`src/include/iclm_pkg.sv`:
```
// package for the input clock loss monitor: register map, fields, resets
package iclm_pkg;

    // ----------------------------------------------------------------
    // register byte addresses
    // ----------------------------------------------------------------
    localparam logic [3:0] ADDR_CONTROL = 4'h0;
    localparam logic [3:0] ADDR_STATUS = 4'h4;
    localparam logic [3:0] ADDR_STICKY = 4'h8;
    localparam logic [3:0] ADDR_REVAL = 4'hC;

    // ----------------------------------------------------------------
    // control field positions
    // ----------------------------------------------------------------
    localparam int CTRL_DISABLE0 = 0;
    localparam int CTRL_DISABLE1 = 1;
    localparam int CTRL_GPIO_LOSS = 2;
    localparam int CTRL_GPIO_IRQ = 3;
    localparam int CTRL_REFDIV_PD = 4;

    // ----------------------------------------------------------------
    // reset values and counts
    // ----------------------------------------------------------------
    localparam logic [4:0] CONTROL_RESET = 5'h10;
    localparam logic [7:0] REVAL_RESET = 8'h04;
    localparam logic [1:0] MISSING_EDGE_LIMIT = 2'h3;
    localparam int REVAL_WIDTH = 8;
    localparam int INPUT_COUNT = 2;

    // ----------------------------------------------------------------
    // monitor state and carried status
    // ----------------------------------------------------------------
    typedef enum logic [1:0] {
        MON_VALID = 2'b00,
        MON_LOST = 2'b01,
        MON_CHECK = 2'b11
    } iclm_mon_state_type;

    typedef struct packed {
        logic momentary;
        logic lossEvent;
        logic validEvent;
    } iclm_mon_status_type;

endpackage : iclm_pkg

```
`src/design/iclm_input_monitor.sv`:
```
// per-input activity monitor: missing-edge loss and revalidation
`timescale 1ns/1ps
`default_nettype none
module iclm_input_monitor
    import iclm_pkg::*;
#(
    parameter int RevalWidth = REVAL_WIDTH
) (
    // clock and reset
    input wire logic core_clk,
    input wire logic reset,
    // synchronised edge strobes
    input wire logic inputEdge,
    input wire logic refEdge,
    // configuration
    input wire logic enable,
    input wire logic [RevalWidth-1:0] revalidationCount,
    // result
    output iclm_mon_status_type status
);

    iclm_mon_state_type state_q;
    logic [1:0] missing_q;
    logic [RevalWidth-1:0] good_q;
    logic lossEvent_q;
    logic validEvent_q;

    // ----------------------------------------------------------------
    // missing-edge counter
    // ----------------------------------------------------------------
    always_ff @(posedge core_clk) begin
        if (reset || !enable) begin
            missing_q <= 2'h0;
        end else if (inputEdge) begin
            missing_q <= 2'h0; // [RULE_16]
        // no absolute timeout: the slowest input watched is set by the divider rate [RULE_12]
        end else if (refEdge && missing_q != MISSING_EDGE_LIMIT) begin
            missing_q <= missing_q + 2'h1; // [RULE_16]
        end
    end

    // ----------------------------------------------------------------
    // validity state
    // ----------------------------------------------------------------
    always_ff @(posedge core_clk) begin
        lossEvent_q <= 1'b0;
        validEvent_q <= 1'b0;
        if (reset || !enable) begin
            state_q <= MON_VALID;
            good_q <= '0;
        end else begin
            case (state_q)
                MON_VALID: begin
                    if (refEdge && !inputEdge && missing_q == MISSING_EDGE_LIMIT - 2'h1) begin
                        state_q <= MON_LOST; // [RULE_03]
                        lossEvent_q <= 1'b1;
                    end
                end
                MON_LOST: begin
                    if (inputEdge) begin
                        state_q <= MON_CHECK;
                        good_q <= {{(RevalWidth-1){1'b0}}, 1'b1};
                    end
                end
                MON_CHECK: begin
                    if (refEdge && !inputEdge && missing_q == MISSING_EDGE_LIMIT - 2'h1) begin
                        // a loss during revalidation is a fresh event for a cleared flag
                        state_q <= MON_LOST;
                        lossEvent_q <= 1'b1; // [RULE_15]
                    end else if (good_q >= revalidationCount) begin
                        state_q <= MON_VALID; // [RULE_13]
                        validEvent_q <= 1'b1;
                    end else if (inputEdge) begin
                        good_q <= good_q + {{(RevalWidth-1){1'b0}}, 1'b1}; // [RULE_13]
                    end
                end
                default: begin
                    state_q <= MON_VALID;
                end
            endcase
        end
    end

    assign status.momentary = (state_q != MON_VALID);
    assign status.lossEvent = lossEvent_q;
    assign status.validEvent = validEvent_q;

endmodule // iclm_input_monitor
`default_nettype wire

```
`src/design/iclm_loss_monitor.sv`:
```
// loss-of-signal monitor for two reference inputs, Wishbone slave
//
// Function
// (RULE_01) Each reference input is watched on its own at all times and a static input counts as inactive.
// (RULE_02) Each input after its pre-divider is compared against the loss reference divider output.
// (RULE_03) Three consecutive missing edges declare an input invalid and set its loss indication.
// (RULE_04) Each input has a momentary loss flag following the condition and a sticky flag held until cleared.
// (RULE_05) The routed loss output is 0 when any enabled input is lost and 1 when all enabled inputs run.
// (RULE_06) Loss may instead be shown on the output pin as an interrupt indication.
// (RULE_07) Disabled inputs are excluded from loss reporting so unused inputs raise no false loss.
// (RULE_08) Host programs the reference divider to match the pre-divided input frequency in dual and synth modes.
// (RULE_09) In oscillator mode the oscillator drives the source multiplexer and host matches the divider to it.
// (RULE_10) The monitor works in every PLL mode using the reference divider output as comparison.
// (RULE_11) Host keeps the pre-divided monitored frequency at or below 250MHz.
// (RULE_12) The slowest monitorable input is oscillator frequency over the largest divider, 0.24MHz.
// (RULE_13) An input is valid again after a configurable count of consecutive returned periods.
// (RULE_14) Host configures the reference divider and clears its power-down bit before relying on detection.
// (RULE_15) Clearing a sticky flag re-arms the input so a new loss event can be raised.
// (RULE_16) Reference edges since the last input edge are counted, restarted per input edge, flagging at threshold.
//
// The register addresses and register access over Wishbone were decided locally.
`timescale 1ns/1ps
`default_nettype none
module iclm_loss_monitor
    import iclm_pkg::*;
#(
    parameter int RevalWidth = REVAL_WIDTH
) (
    // clock and reset
    input wire logic core_clk,
    input wire logic reset,
    // Wishbone slave
    input wire logic wb_cyc_i,
    input wire logic wb_stb_i,
    input wire logic wb_we_i,
    input wire logic [3:0] wb_adr_i,
    input wire logic [3:0] wb_sel_i,
    input wire logic [31:0] wb_dat_i,
    output logic [31:0] wb_dat_o,
    output logic wb_ack_o,
    // pre-divided reference inputs and loss reference divider output
    input wire logic [INPUT_COUNT-1:0] referenceInput,
    input wire logic lossReferenceDivider,
    // pin outputs
    output logic inputLossIndicator,
    output logic referenceDividerPowerdown
);

    // ----------------------------------------------------------------
    // input synchronisers and edge detect
    // ----------------------------------------------------------------
    // the divided clocks arrive asynchronously; the rate limit keeps them
    // well below half of core_clk so rising edges are not missed
    logic [INPUT_COUNT-1:0] inMeta_q;
    logic [INPUT_COUNT-1:0] inSync_q;
    logic [INPUT_COUNT-1:0] inPrev_q;
    logic refMeta_q;
    logic refSync_q;
    logic refPrev_q;

    // reference inputs: two stages, then a delayed copy for the edge
    always_ff @(posedge core_clk) begin
        if (reset) begin
            inMeta_q <= '0;
            inSync_q <= '0;
            inPrev_q <= '0;
        end else begin
            inMeta_q <= referenceInput;
            inSync_q <= inMeta_q;
            inPrev_q <= inSync_q;
        end
    end

    // loss reference divider output, same treatment
    always_ff @(posedge core_clk) begin
        if (reset) begin
            refMeta_q <= 1'b0;
            refSync_q <= 1'b0;
            refPrev_q <= 1'b0;
        end else begin
            refMeta_q <= lossReferenceDivider;
            refSync_q <= refMeta_q;
            refPrev_q <= refSync_q;
        end
    end

    logic [INPUT_COUNT-1:0] inEdge;
    logic refEdge;
    assign inEdge = inSync_q & ~inPrev_q; // [RULE_02]
    assign refEdge = refSync_q & ~refPrev_q; // [RULE_02] [RULE_09] [RULE_10]

    // ----------------------------------------------------------------
    // configuration registers
    // ----------------------------------------------------------------
    logic [4:0] control_q;
    logic [RevalWidth-1:0] reval_q;
    logic busAccess;
    logic busRead;
    logic busCommit;
    logic controlWrite;
    logic revalWrite;
    logic stickyWrite;

    // a request is taken while ack is low, so every access is answered once
    assign busAccess = wb_cyc_i && wb_stb_i && !wb_ack_o;
    assign busRead = busAccess && !wb_we_i;
    // writes land at the edge where the master sees ack, never earlier
    assign busCommit = wb_cyc_i && wb_stb_i && wb_we_i && wb_ack_o;

    function automatic logic writeHit(input logic commit, input logic sel0,
                                      input logic [3:0] adr, input logic [3:0] target);
        writeHit = commit && sel0 && (adr == target);
    endfunction

    assign controlWrite = writeHit(busCommit, wb_sel_i[0], wb_adr_i, ADDR_CONTROL);
    assign revalWrite = writeHit(busCommit, wb_sel_i[0], wb_adr_i, ADDR_REVAL);
    assign stickyWrite = writeHit(busCommit, wb_sel_i[0], wb_adr_i, ADDR_STICKY);

    always_ff @(posedge core_clk) begin
        if (reset) begin
            control_q <= CONTROL_RESET;
        end else if (controlWrite) begin
            control_q <= wb_dat_i[4:0];
        end
    end

    always_ff @(posedge core_clk) begin
        if (reset) begin
            reval_q <= RevalWidth'(REVAL_RESET);
        end else if (revalWrite) begin
            reval_q <= wb_dat_i[RevalWidth-1:0];
        end
    end

    logic [INPUT_COUNT-1:0] inputDisable;
    assign inputDisable = {control_q[CTRL_DISABLE1], control_q[CTRL_DISABLE0]};

    // ----------------------------------------------------------------
    // per-input monitors
    // ----------------------------------------------------------------
    iclm_mon_status_type monStatus [INPUT_COUNT];
    logic [INPUT_COUNT-1:0] momentary;
    logic [INPUT_COUNT-1:0] lossEvent;

    // powered-down divider gives no comparison edges, so monitors hold off
    logic monitorsOn;
    assign monitorsOn = !control_q[CTRL_REFDIV_PD]; // [RULE_14]

    for (genvar i = 0; i < INPUT_COUNT; i++) begin : g_mon
        iclm_input_monitor #(
            .RevalWidth(RevalWidth)
        ) u_mon (
            .core_clk(core_clk),
            .reset(reset),
            .inputEdge(inEdge[i]),
            .refEdge(refEdge),
            .enable(monitorsOn && !inputDisable[i]), // [RULE_01] [RULE_07]
            .revalidationCount(reval_q),
            .status(monStatus[i])
        );
        assign momentary[i] = monStatus[i].momentary; // [RULE_04]
        assign lossEvent[i] = monStatus[i].lossEvent;
    end

    // ----------------------------------------------------------------
    // sticky flags with re-arm
    // ----------------------------------------------------------------
    logic [INPUT_COUNT-1:0] sticky_q;
    logic [INPUT_COUNT-1:0] stickyClear;
    assign stickyClear = stickyWrite ? wb_dat_i[INPUT_COUNT-1:0] : '0;

    // set wins over a clear in the same cycle; a cleared flag sets again
    // on the next loss event only
    always_ff @(posedge core_clk) begin
        if (reset) begin
            sticky_q <= '0;
        end else begin
            sticky_q <= (sticky_q & ~stickyClear) | lossEvent; // [RULE_04] [RULE_15]
        end
    end

    // ----------------------------------------------------------------
    // output pins
    // ----------------------------------------------------------------
    logic anyLoss, anySticky;
    assign anyLoss = |(momentary & ~inputDisable); // [RULE_07]
    assign anySticky = |(sticky_q & ~inputDisable);

    function automatic logic gpioLevel(input logic [4:0] ctrl, input logic lost,
                                       input logic pending);
        if (ctrl[CTRL_GPIO_IRQ]) begin
            gpioLevel = pending; // [RULE_06]
        end else if (ctrl[CTRL_GPIO_LOSS]) begin
            gpioLevel = !lost; // [RULE_05]
        end else begin
            gpioLevel = 1'b1;
        end
    endfunction

    always_ff @(posedge core_clk) begin
        if (reset) begin
            referenceDividerPowerdown <= 1'b1;
        end else begin
            referenceDividerPowerdown <= control_q[CTRL_REFDIV_PD]; // [RULE_14]
        end
    end

    // interrupt view takes priority over the loss level view
    always_ff @(posedge core_clk) begin
        if (reset) begin
            inputLossIndicator <= 1'b1;
        end else begin
            inputLossIndicator <= gpioLevel(control_q, anyLoss, anySticky);
        end
    end

    // ----------------------------------------------------------------
    // bus read and ack
    // ----------------------------------------------------------------
    function automatic logic [31:0] readMux(input logic [3:0] adr);
        case (adr)
            ADDR_CONTROL: readMux = {27'h0, control_q};
            ADDR_STATUS: readMux = {30'h0, momentary};
            ADDR_STICKY: readMux = {30'h0, sticky_q};
            ADDR_REVAL: readMux = {{(32-RevalWidth){1'b0}}, reval_q};
            default: readMux = 32'h0;
        endcase
    endfunction

    always_ff @(posedge core_clk) begin
        if (reset) begin
            wb_ack_o <= 1'b0;
        end else begin
            wb_ack_o <= busAccess;
        end
    end

    // data stands with ack only, zero otherwise
    always_ff @(posedge core_clk) begin
        if (reset) begin
            wb_dat_o <= 32'h0;
        end else begin
            wb_dat_o <= busRead ? readMux(wb_adr_i) : 32'h0;
        end
    end

endmodule // iclm_loss_monitor
`default_nettype wire

```
`config.mk`:
```
export PLATFORM = sky130hd
export DESIGN_NAME = iclm_loss_monitor
export DESIGN_NICKNAME = d
export VERILOG_FILES = /design/src/include/iclm_pkg.sv /design/src/design/iclm_input_monitor.sv /design/src/design/iclm_loss_monitor.sv
export SDC_FILE = /design/constraint.sdc
export NUM_CORES = 1
export LEC_CHECK = 0
export BUFFER_PORTS_ARGS = -buffer_cell sky130_fd_sc_hd__buf_2
export CAP_MARGIN = 40
export CORE_MARGIN = 2
export CORE_UTILIZATION = 48
export CTS_CLUSTER_SIZE = 25
export DETAILED_ROUTE_END_ITERATION = 10
export GPL_ROUTABILITY_DRIVEN = 0
export PLACE_DENSITY = 0.76
export SLEW_MARGIN = 10
export SYNTH_ARGS = -nofsm -noshare
export SYNTH_HDL_FRONTEND = slang
export SYNTH_SLANG_ARGS = --single-unit
export TNS_END_PERCENT = 10
```
`constraint.sdc`:
```
create_clock -name core_clk -period 1.9 [get_ports core_clk]
set_input_delay 0.19 -clock core_clk [delete_from_list [all_inputs] [get_ports core_clk]]
set_output_delay 0.19 -clock core_clk [all_outputs]
set_load 0.03 [all_outputs]
```
==> results.tsv, run 1 <==
metric	value	unit
Layout Utilization	58.0	%
Port Buf Inserts	31	
CTS tree	built	
Combinational Power Share	5.7	%
die area	7560	um2
crit end category	flip-flop	
critical path arrival	2.12	ns
ANT cells	0	
critical path data required time	2.17	ns
number of instances in the placed design	486	
Yosys top cell area share	37.0	%
minimum clock period	1.84	ns
Worst Setup Start Kind	flip-flop	
Worst Path Max Fanout	6	
clock slew at reported path FFs	0.06	ns
reg2reg end	g_mon[1].u_mon.good_q[4]$_SDFFE_PP0P_	
gr ovfl total	0	
maximum capacitance violations	0	
DRT iter0 DRCs	154	
RSZ-0062 raised after global routing	yes	
P_int	1890	uW
NetSw	596	uW
Post-Layout Cell Count	502	
commonest cells after routing, fill and taps aside	54 x dfxtp_1, 31 x buf_2, 27 x nand2_1, 26 x nor2_1, 25 x ha_1	
IO Pins	83	
FF+latch count, synth	61	
Setup CP Type	reg2reg	
layout cell share with drive strength beyond 1	25.6	%
Fillers	568	
Vias/cell	5.50	
EDFF count, synth	0	
vias in the first global route	2559	
Setup violations, final	0	
Power per Cell Area	638	nW/um2
GRT Util Overall	19.9	%
root buffer selected by CTS	clkbuf_8	
FF-to-FF setup slack	0.06	ns
Die W	86.9	um
Seq pwr share	51.9	%
VDD IR max	0.000493	V
Layout area overhead	18.0	%
area taken by multi-input logic gates	2000	um2
Initial Utilization	49.1	%
ys async rst share	0	%
Synth area leaders	dfxtp_1 37%, ha_1 11%, buf_4 5.7%	
CTS Sinks	61	
Critical R2R Launch	reval_q[3]$_SDFFE_PP0P_	
largest net degree at the start of global routing	20	
clock buffer depth	2	
clock buffer count from CTS	9	
hold crit path type	in2reg	
Cells after Synth	367	
clock power share	42.4	%
distinct cell type count after synthesis	53	
Avg Cell Area, Syn	9.00	um2
Yosys top cell by area	dfxtp_1	
clk_lat worst skew	0.34	ns
Final Cycle Share	97.1	%
first-pass GRT wire length	11600	um
final setup skew	0.00603	ns
count of nets after finishing	495	
HP Start	referenceInput[0]	
core area	6720	um2
Initial DRT Pass Iterations	5	
Power, Total	2490	uW
status	completed	
Sequential Area	1230	um2
final wirelength	7360	um
Post-DRT Antenna Nets	0	
Sw Share	24.0	%
Post-CTS Hold Buffers	0	
htree depth	3	
Slew Limit Fails	0	
Die Ht	86.9	um
Peak Freq	542	MHz
initial antenna violation count	0	
Avg WL per Cell	14.7	um
worst hold stages	2	
Ys Warns	0	
HPWL Detailed	5100	um
WHS Endpoint	inMeta_q[0]$_SDFF_PP0_	
P_leak	0.00152	uW
ys flop type	dfxtp_1	
via count	2760	
Post-route DRC	0	
sequential-to-total area share from yosys stat	37.0	%
Synth Cell Area	3300	um2
commonest non-fill, non-tap cell in the layout	dfxtp_1	
reg2reg path depth	7	
Worst Tran Pin Value	0.542	ns
Relative slew margins	63.7	%
Final Hold Viols	0	
Row Count	30	
repair_timing:
item	in CTS	in global routing
buffers inserted	1	0
resized for setup	8	27
setup endpoints to repair	6	18
pin swaps	6	13
state kept, by name (all words and copies together) (netlist names):
register,cells
g_mon.u_mon.lossEvent_q,2
inputLossIndicator,1
reval_q,8
g_mon.u_mon.missing_q,4
wb_dat_o,8
g_mon.u_mon.state_q,4
sticky_q,2
inPrev_q,2
inSync_q,2
referenceDividerPowerdown,1
control_q,5
g_mon.u_mon.good_q,16
refSync_q,1
inMeta_q,2
refPrev_q,1
wb_ack_o,1
refMeta_q,1
power by group through the flow:
stage | Clock (uW) | Sequential [uW] | Combinational [uW]
4_1_cts | 1080 | 1290 | 139
3_5_place_dp | 0 | 1320 | 139
5_1_grt | 1120 | 1290 | 153
3_3_place_gp | 0 | 1320 | 137
6_report | 1060 | 1290 | 141
2_1_floorplan | 0 | 1320 | 140
worst max path at each step:
| stage | startpoint | to | slack (ns) | depth (start not counted) |
|---|---|---|---|---|
| 6_report | reval_q[3]$_SDFFE_PP0P_ | g_mon[1].u_mon.good_q[4]$_SDFFE_PP0P_ | 0.06 | 7 |
| 5_1_grt | reval_q[3]$_SDFFE_PP0P_ | g_mon[1].u_mon.good_q[3]$_SDFFE_PP0P_ | -0.07 | 7 |
| 4_1_cts | reval_q[1]$_SDFFE_PP0P_ | g_mon[0].u_mon.state_q[0]$_SDFFE_PP0P_ | 0.006 | 7 |
| 3_5_place_dp | reval_q[4]$_SDFFE_PP0P_ | g_mon[0].u_mon.good_q[7]$_SDFFE_PP0P_ | -0.03 | 7 |
| 3_3_place_gp | g_mon[0].u_mon.good_q[0]$_SDFFE_PP0P_ | g_mon[0].u_mon.state_q[0]$_SDFFE_PP0P_ | 0.002 | 7 |
| 2_1_floorplan | g_mon[0].u_mon.good_q[0]$_SDFFE_PP0P_ | g_mon[0].u_mon.state_q[0]$_SDFFE_PP0P_ | 0.01 | 7 |
metal layers:
metal / GRT usage (%) / routed length [um]
met5: 0 / 0
met4: 10.5 / 121
met3: 3.98 / 390
met2: 32.9 / 3510
met1: 24.3 / 3330
per-stage QoR:
step / setup TNS (ns) / hold slack (ns) / setup slack, ns / area (um2)
2_1_floorplan: 0 / 0.308 / 0.0126 / 3390
3_3_place_gp: 0 / 0.396 / 0.00218 / 3550
3_5_place_dp: -0.0573 / 0.405 / -0.0275 / 3550
4_1_cts: 0 / 0.0437 / 0.00588 / 3780
5_1_grt: -0.132 / 0.0569 / -0.0653 / 3900
6_report: 0 / 0.0544 / 0.0558 / 3900
cell families after synthesis:
| kind of cell | synth area share, % |
|---|---|
| compound gates | 17.2 |
| xor+xnor | 0.531 |
| fa+ha+maj | 11.0 |
| buf+inv | 9.36 |
| flops | 37.0 |
| mux | 3.45 |
| other cells | 0.114 |
| simple gates | 21.4 |
cells in the mapped netlist (2+ instances only):
cell and instances:
xnor2_1 2, nand3b_1 2, dfxtp_1 61, ha_1 29
nor3_1 11, inv_1 19, mux2i_1 8, o211ai_1 3
a211oi_2 2, or2_2 2, a211oi_1 3, nand2b_1 10
nor3b_1 2, nand4b_1 2, o21ai_0 10, a22oi_1 9
and2b_1 2, o211ai_2 2, a21o_1 2, or3_1 9
buf_4 25, nand3_1 17, a2111oi_0 2, a21oi_1 18
a211o_1 3, nor2_1 26, a311oi_1 6, buf_6 2
clkbuf_1 6, nor2b_1 13, nand2_1 27, o22ai_1 2
and3_1 5, nand4_1 2, a31oi_1 3, a41oi_1 2
and2_1 2
critical path, cell delays in order (launching register included):
cell,delay [ns]
dfxtp_2,0.34
inv_2,0.06
ha_1,0.33
a211oi_2,0.26
o21a_2,0.25
o211ai_4,0.12
or3_1,0.35
o21ai_0,0.07
area by class of cell:
cell class                 instances  share of cell area, %
sequential                        61                   31.6
clock buffer                      14                   4.43
tap                               80                   2.57
timing repair buffer              51                   8.03
clock inverter                     1                  0.128
multi-input combinational        276                   51.4
inverter                          19                   1.83
(Power assumes the default switching activity.)
==> run 2: changes to the inputs <==
--- a/config.mk
+++ b/config.mk
@@ -7,7 +7,7 @@
 export LEC_CHECK = 0
 export BUFFER_PORTS_ARGS = -buffer_cell sky130_fd_sc_hd__buf_2
 export CAP_MARGIN = 40
-export CORE_MARGIN = 2
+export CORE_MARGIN = 10
 export CORE_UTILIZATION = 48
 export CTS_CLUSTER_SIZE = 25
 export DETAILED_ROUTE_END_ITERATION = 10
==> run 2 against run 1 <==
Flip-flop and latch count unchanged. Maximum frequency down 1.9%. Clock skew increased by 0.0028 ns. Utilization up 1.8 points. Sequential power about the same. Wire length grew 7.5%. Clock power grew 19%. Hold slack got worse by 0.0083 ns. Global-route usage shrank 5.3 points. Largest cell class unchanged.
==> results.tsv, run 2 (synthesis gave the netlist of run 1 again) <==
metric	value	unit
CTS Sinks	61	
Post-route DRC	0	
HPWL Detailed	5740	um
Crit-path slowest cell	dfxtp_4	
DRT iter0 DRCs	165	
Final Cycle Share	98.9	%
crit end category	flip-flop	
vias in the first global route	2731	
ANT cells	0	
P_leak	0.00158	uW
max reg flops	16	
Sequential Area	1240	um2
area taken by multi-input logic gates	2050	um2
clock buffer count from CTS	9	
GRT Util Overall	14.6	%
core area	6760	um2
CTS tree	built	
Setup CP Type	reg2reg	
critical path arrival	2.13	ns
via count	2833	
status	completed	
Die Ht	103	um
Top Metal Used	met4	
Layout area overhead	22.4	%
fin area	4040	um2
number of instances in the placed design	490	
Port Buf Inserts	31	
Post-DRT Antenna Nets	0	
placed inst area	3580	um2
Slew Limit Fails	0	
Critical R2R Launch	reval_q[3]$_SDFFE_PP0P_	
Worst Setup Start Kind	flip-flop	
Setup violations, final	0	
first-pass GRT wire length	12200	um
reg2reg end	g_mon[0].u_mon.good_q[7]$_SDFFE_PP0P_	
final setup skew	0.00881	ns
Fillers	574	
Regs by FF count	g_mon.u_mon.good_q x16, reval_q x8, wb_dat_o x8	
critical path data required time	2.15	ns
Vias/cell	5.55	
register with the most flip-flops	g_mon.u_mon.good_q	
crit path buf inv count	2	
clk_lat worst skew	0.35	ns
Die W	103	um
layout cell share with drive strength beyond 1	28.8	%
critical path's top delay family	compound AO/OA/AOI/OAI gates	
WHS Endpoint	inMeta_q[0]$_SDFF_PP0_	
CP Cell Sequence	inv_6 > ha_4 > a211oi_2 > o21ai_2 > a211oi_4 > buf_6 > a41oi_1 > a311oi_1	
initial antenna violation count	0	
Avg WL per Cell	15.5	um
Final Hold Viols	0	
Worst path max stage delay	0.38	ns
metal2 WL	3620	um
maximum capacitance violations	0	
worst hold stages	2	
root buffer selected by CTS	clkbuf_8	
hold crit path type	in2reg	
VDD IR max	0.000469	V
Row Count	30	
reg2reg path depth	8	
htree depth	3	
commonest non-fill, non-tap cell in the layout	dfxtp_1	
count of nets after finishing	502	
wl on met1	3490	um
RSZ-0062 raised after global routing	yes	
final wirelength	7910	um
Power per Cell Area	666	nW/um2
Peak Freq	532	MHz
clock buffer depth	2	
FF-to-FF setup slack	0.02	ns
HP Start	referenceInput[0]	
minimum clock period	1.88	ns
largest net degree at the start of global routing	14	
met3 wire length	627	um
clock slew at reported path FFs	0.07	ns
gr ovfl total	0	
IO Pins	83	
Post-CTS Hold Buffers	0	
Initial DRT Pass Iterations	4	
commonest cells after routing, fill and taps aside	51 x dfxtp_1, 31 x buf_2, 26 x nor2_1, 26 x nand2_1, 26 x buf_4	
Post-Layout Cell Count	510	
Worst Path Max Fanout	4	
Initial Utilization	48.9	%
die area	10600	um2
==> run 2: cell count changes in the layout (fill, tap and decap cells not counted), sizes merged <==
cell,before,now
clkinvlp,0,2
clkbuf,14,9
buf,51,58
clkinv,1,3
bufinv,0,2
==> run 2: layer usage <==
layer / track usage [%] / vias to the layer above
met4: 6.20 / 0
met3: 5.50 / 19
li1: - / 1380
met2: 23.2 / 97
met5: 0 / -
met1: 17.1 / 1337
==> run 2: cell type report <==
cell class | instances | share of cell area [%]
Clock buffer | 9 | 3.07
Inverter | 19 | 1.95
Multi-Input combinational cell | 276 | 50.7
Timing Repair Buffer | 58 | 8.95
Tap cell | 80 | 2.48
Clock inverter | 7 | 2.23
Sequential cell | 61 | 30.7
==> run 2: stage by stage <==
stage	hold slack [ns]	total power, uW	setup WS (ns)	utilization (%)	TNS (ns)
4_1_cts	0.0403	2710	0.000102	56.7	0
2_1_floorplan	0.308	1460	0.0126	-	0
3_3_place_gp	0.398	1460	-0.0228	53.0	-0.0362
6_report	0.0461	2690	0.0210	59.8	0
5_1_grt	0.0481	2780	-0.0196	59.8	-0.120
3_5_place_dp	0.411	1460	-0.110	53.0	-0.307
==> run 2: worst max path at each step <==
stage	slack, ns	startpoint	end	cells past startpoint
after floorplan	0.01	g_mon[0].u_mon.good_q[0]$_SDFFE_PP0P_	g_mon[0].u_mon.state_q[0]$_SDFFE_PP0P_	7
after global placement	-0.02	reval_q[3]$_SDFFE_PP0P_	g_mon[0].u_mon.good_q[7]$_SDFFE_PP0P_	7
after detailed placement	-0.11	g_mon[0].u_mon.good_q[0]$_SDFFE_PP0P_	g_mon[0].u_mon.good_q[7]$_SDFFE_PP0P_	7
after CTS	0.0001	reval_q[4]$_SDFFE_PP0P_	g_mon[1].u_mon.good_q[6]$_SDFFE_PP0P_	8
after global routing	-0.02	g_mon[1].u_mon.good_q[0]$_SDFFE_PP0P_	g_mon[1].u_mon.state_q[1]$_SDFFE_PP0P_	8
final	0.02	reval_q[3]$_SDFFE_PP0P_	g_mon[0].u_mon.good_q[7]$_SDFFE_PP0P_	8
==> run 2: worst reg2reg max path, cell delays in order (launching register included) <==
cell,delay [ns]
dfxtp_4,0.38
inv_6,0.05
ha_4,0.23
a211oi_2,0.21
o21ai_2,0.14
a211oi_4,0.29
buf_6,0.15
a41oi_1,0.11
a311oi_1,0.23
==> run 2: report_power, final <==
part	total (uW)	internal [uW]	switching, uW
Clock	1260	730	529
Combinational	146	33.8	112
Sequential	1290	1280	3.66
Total	2690	2050	644
==> run 2: what timing repair did <==
action,4_1_cts,5_1_grt
resized for setup,6,41
setup endpoints to repair,10,20
pin swaps,8,17
buffers inserted,2,3
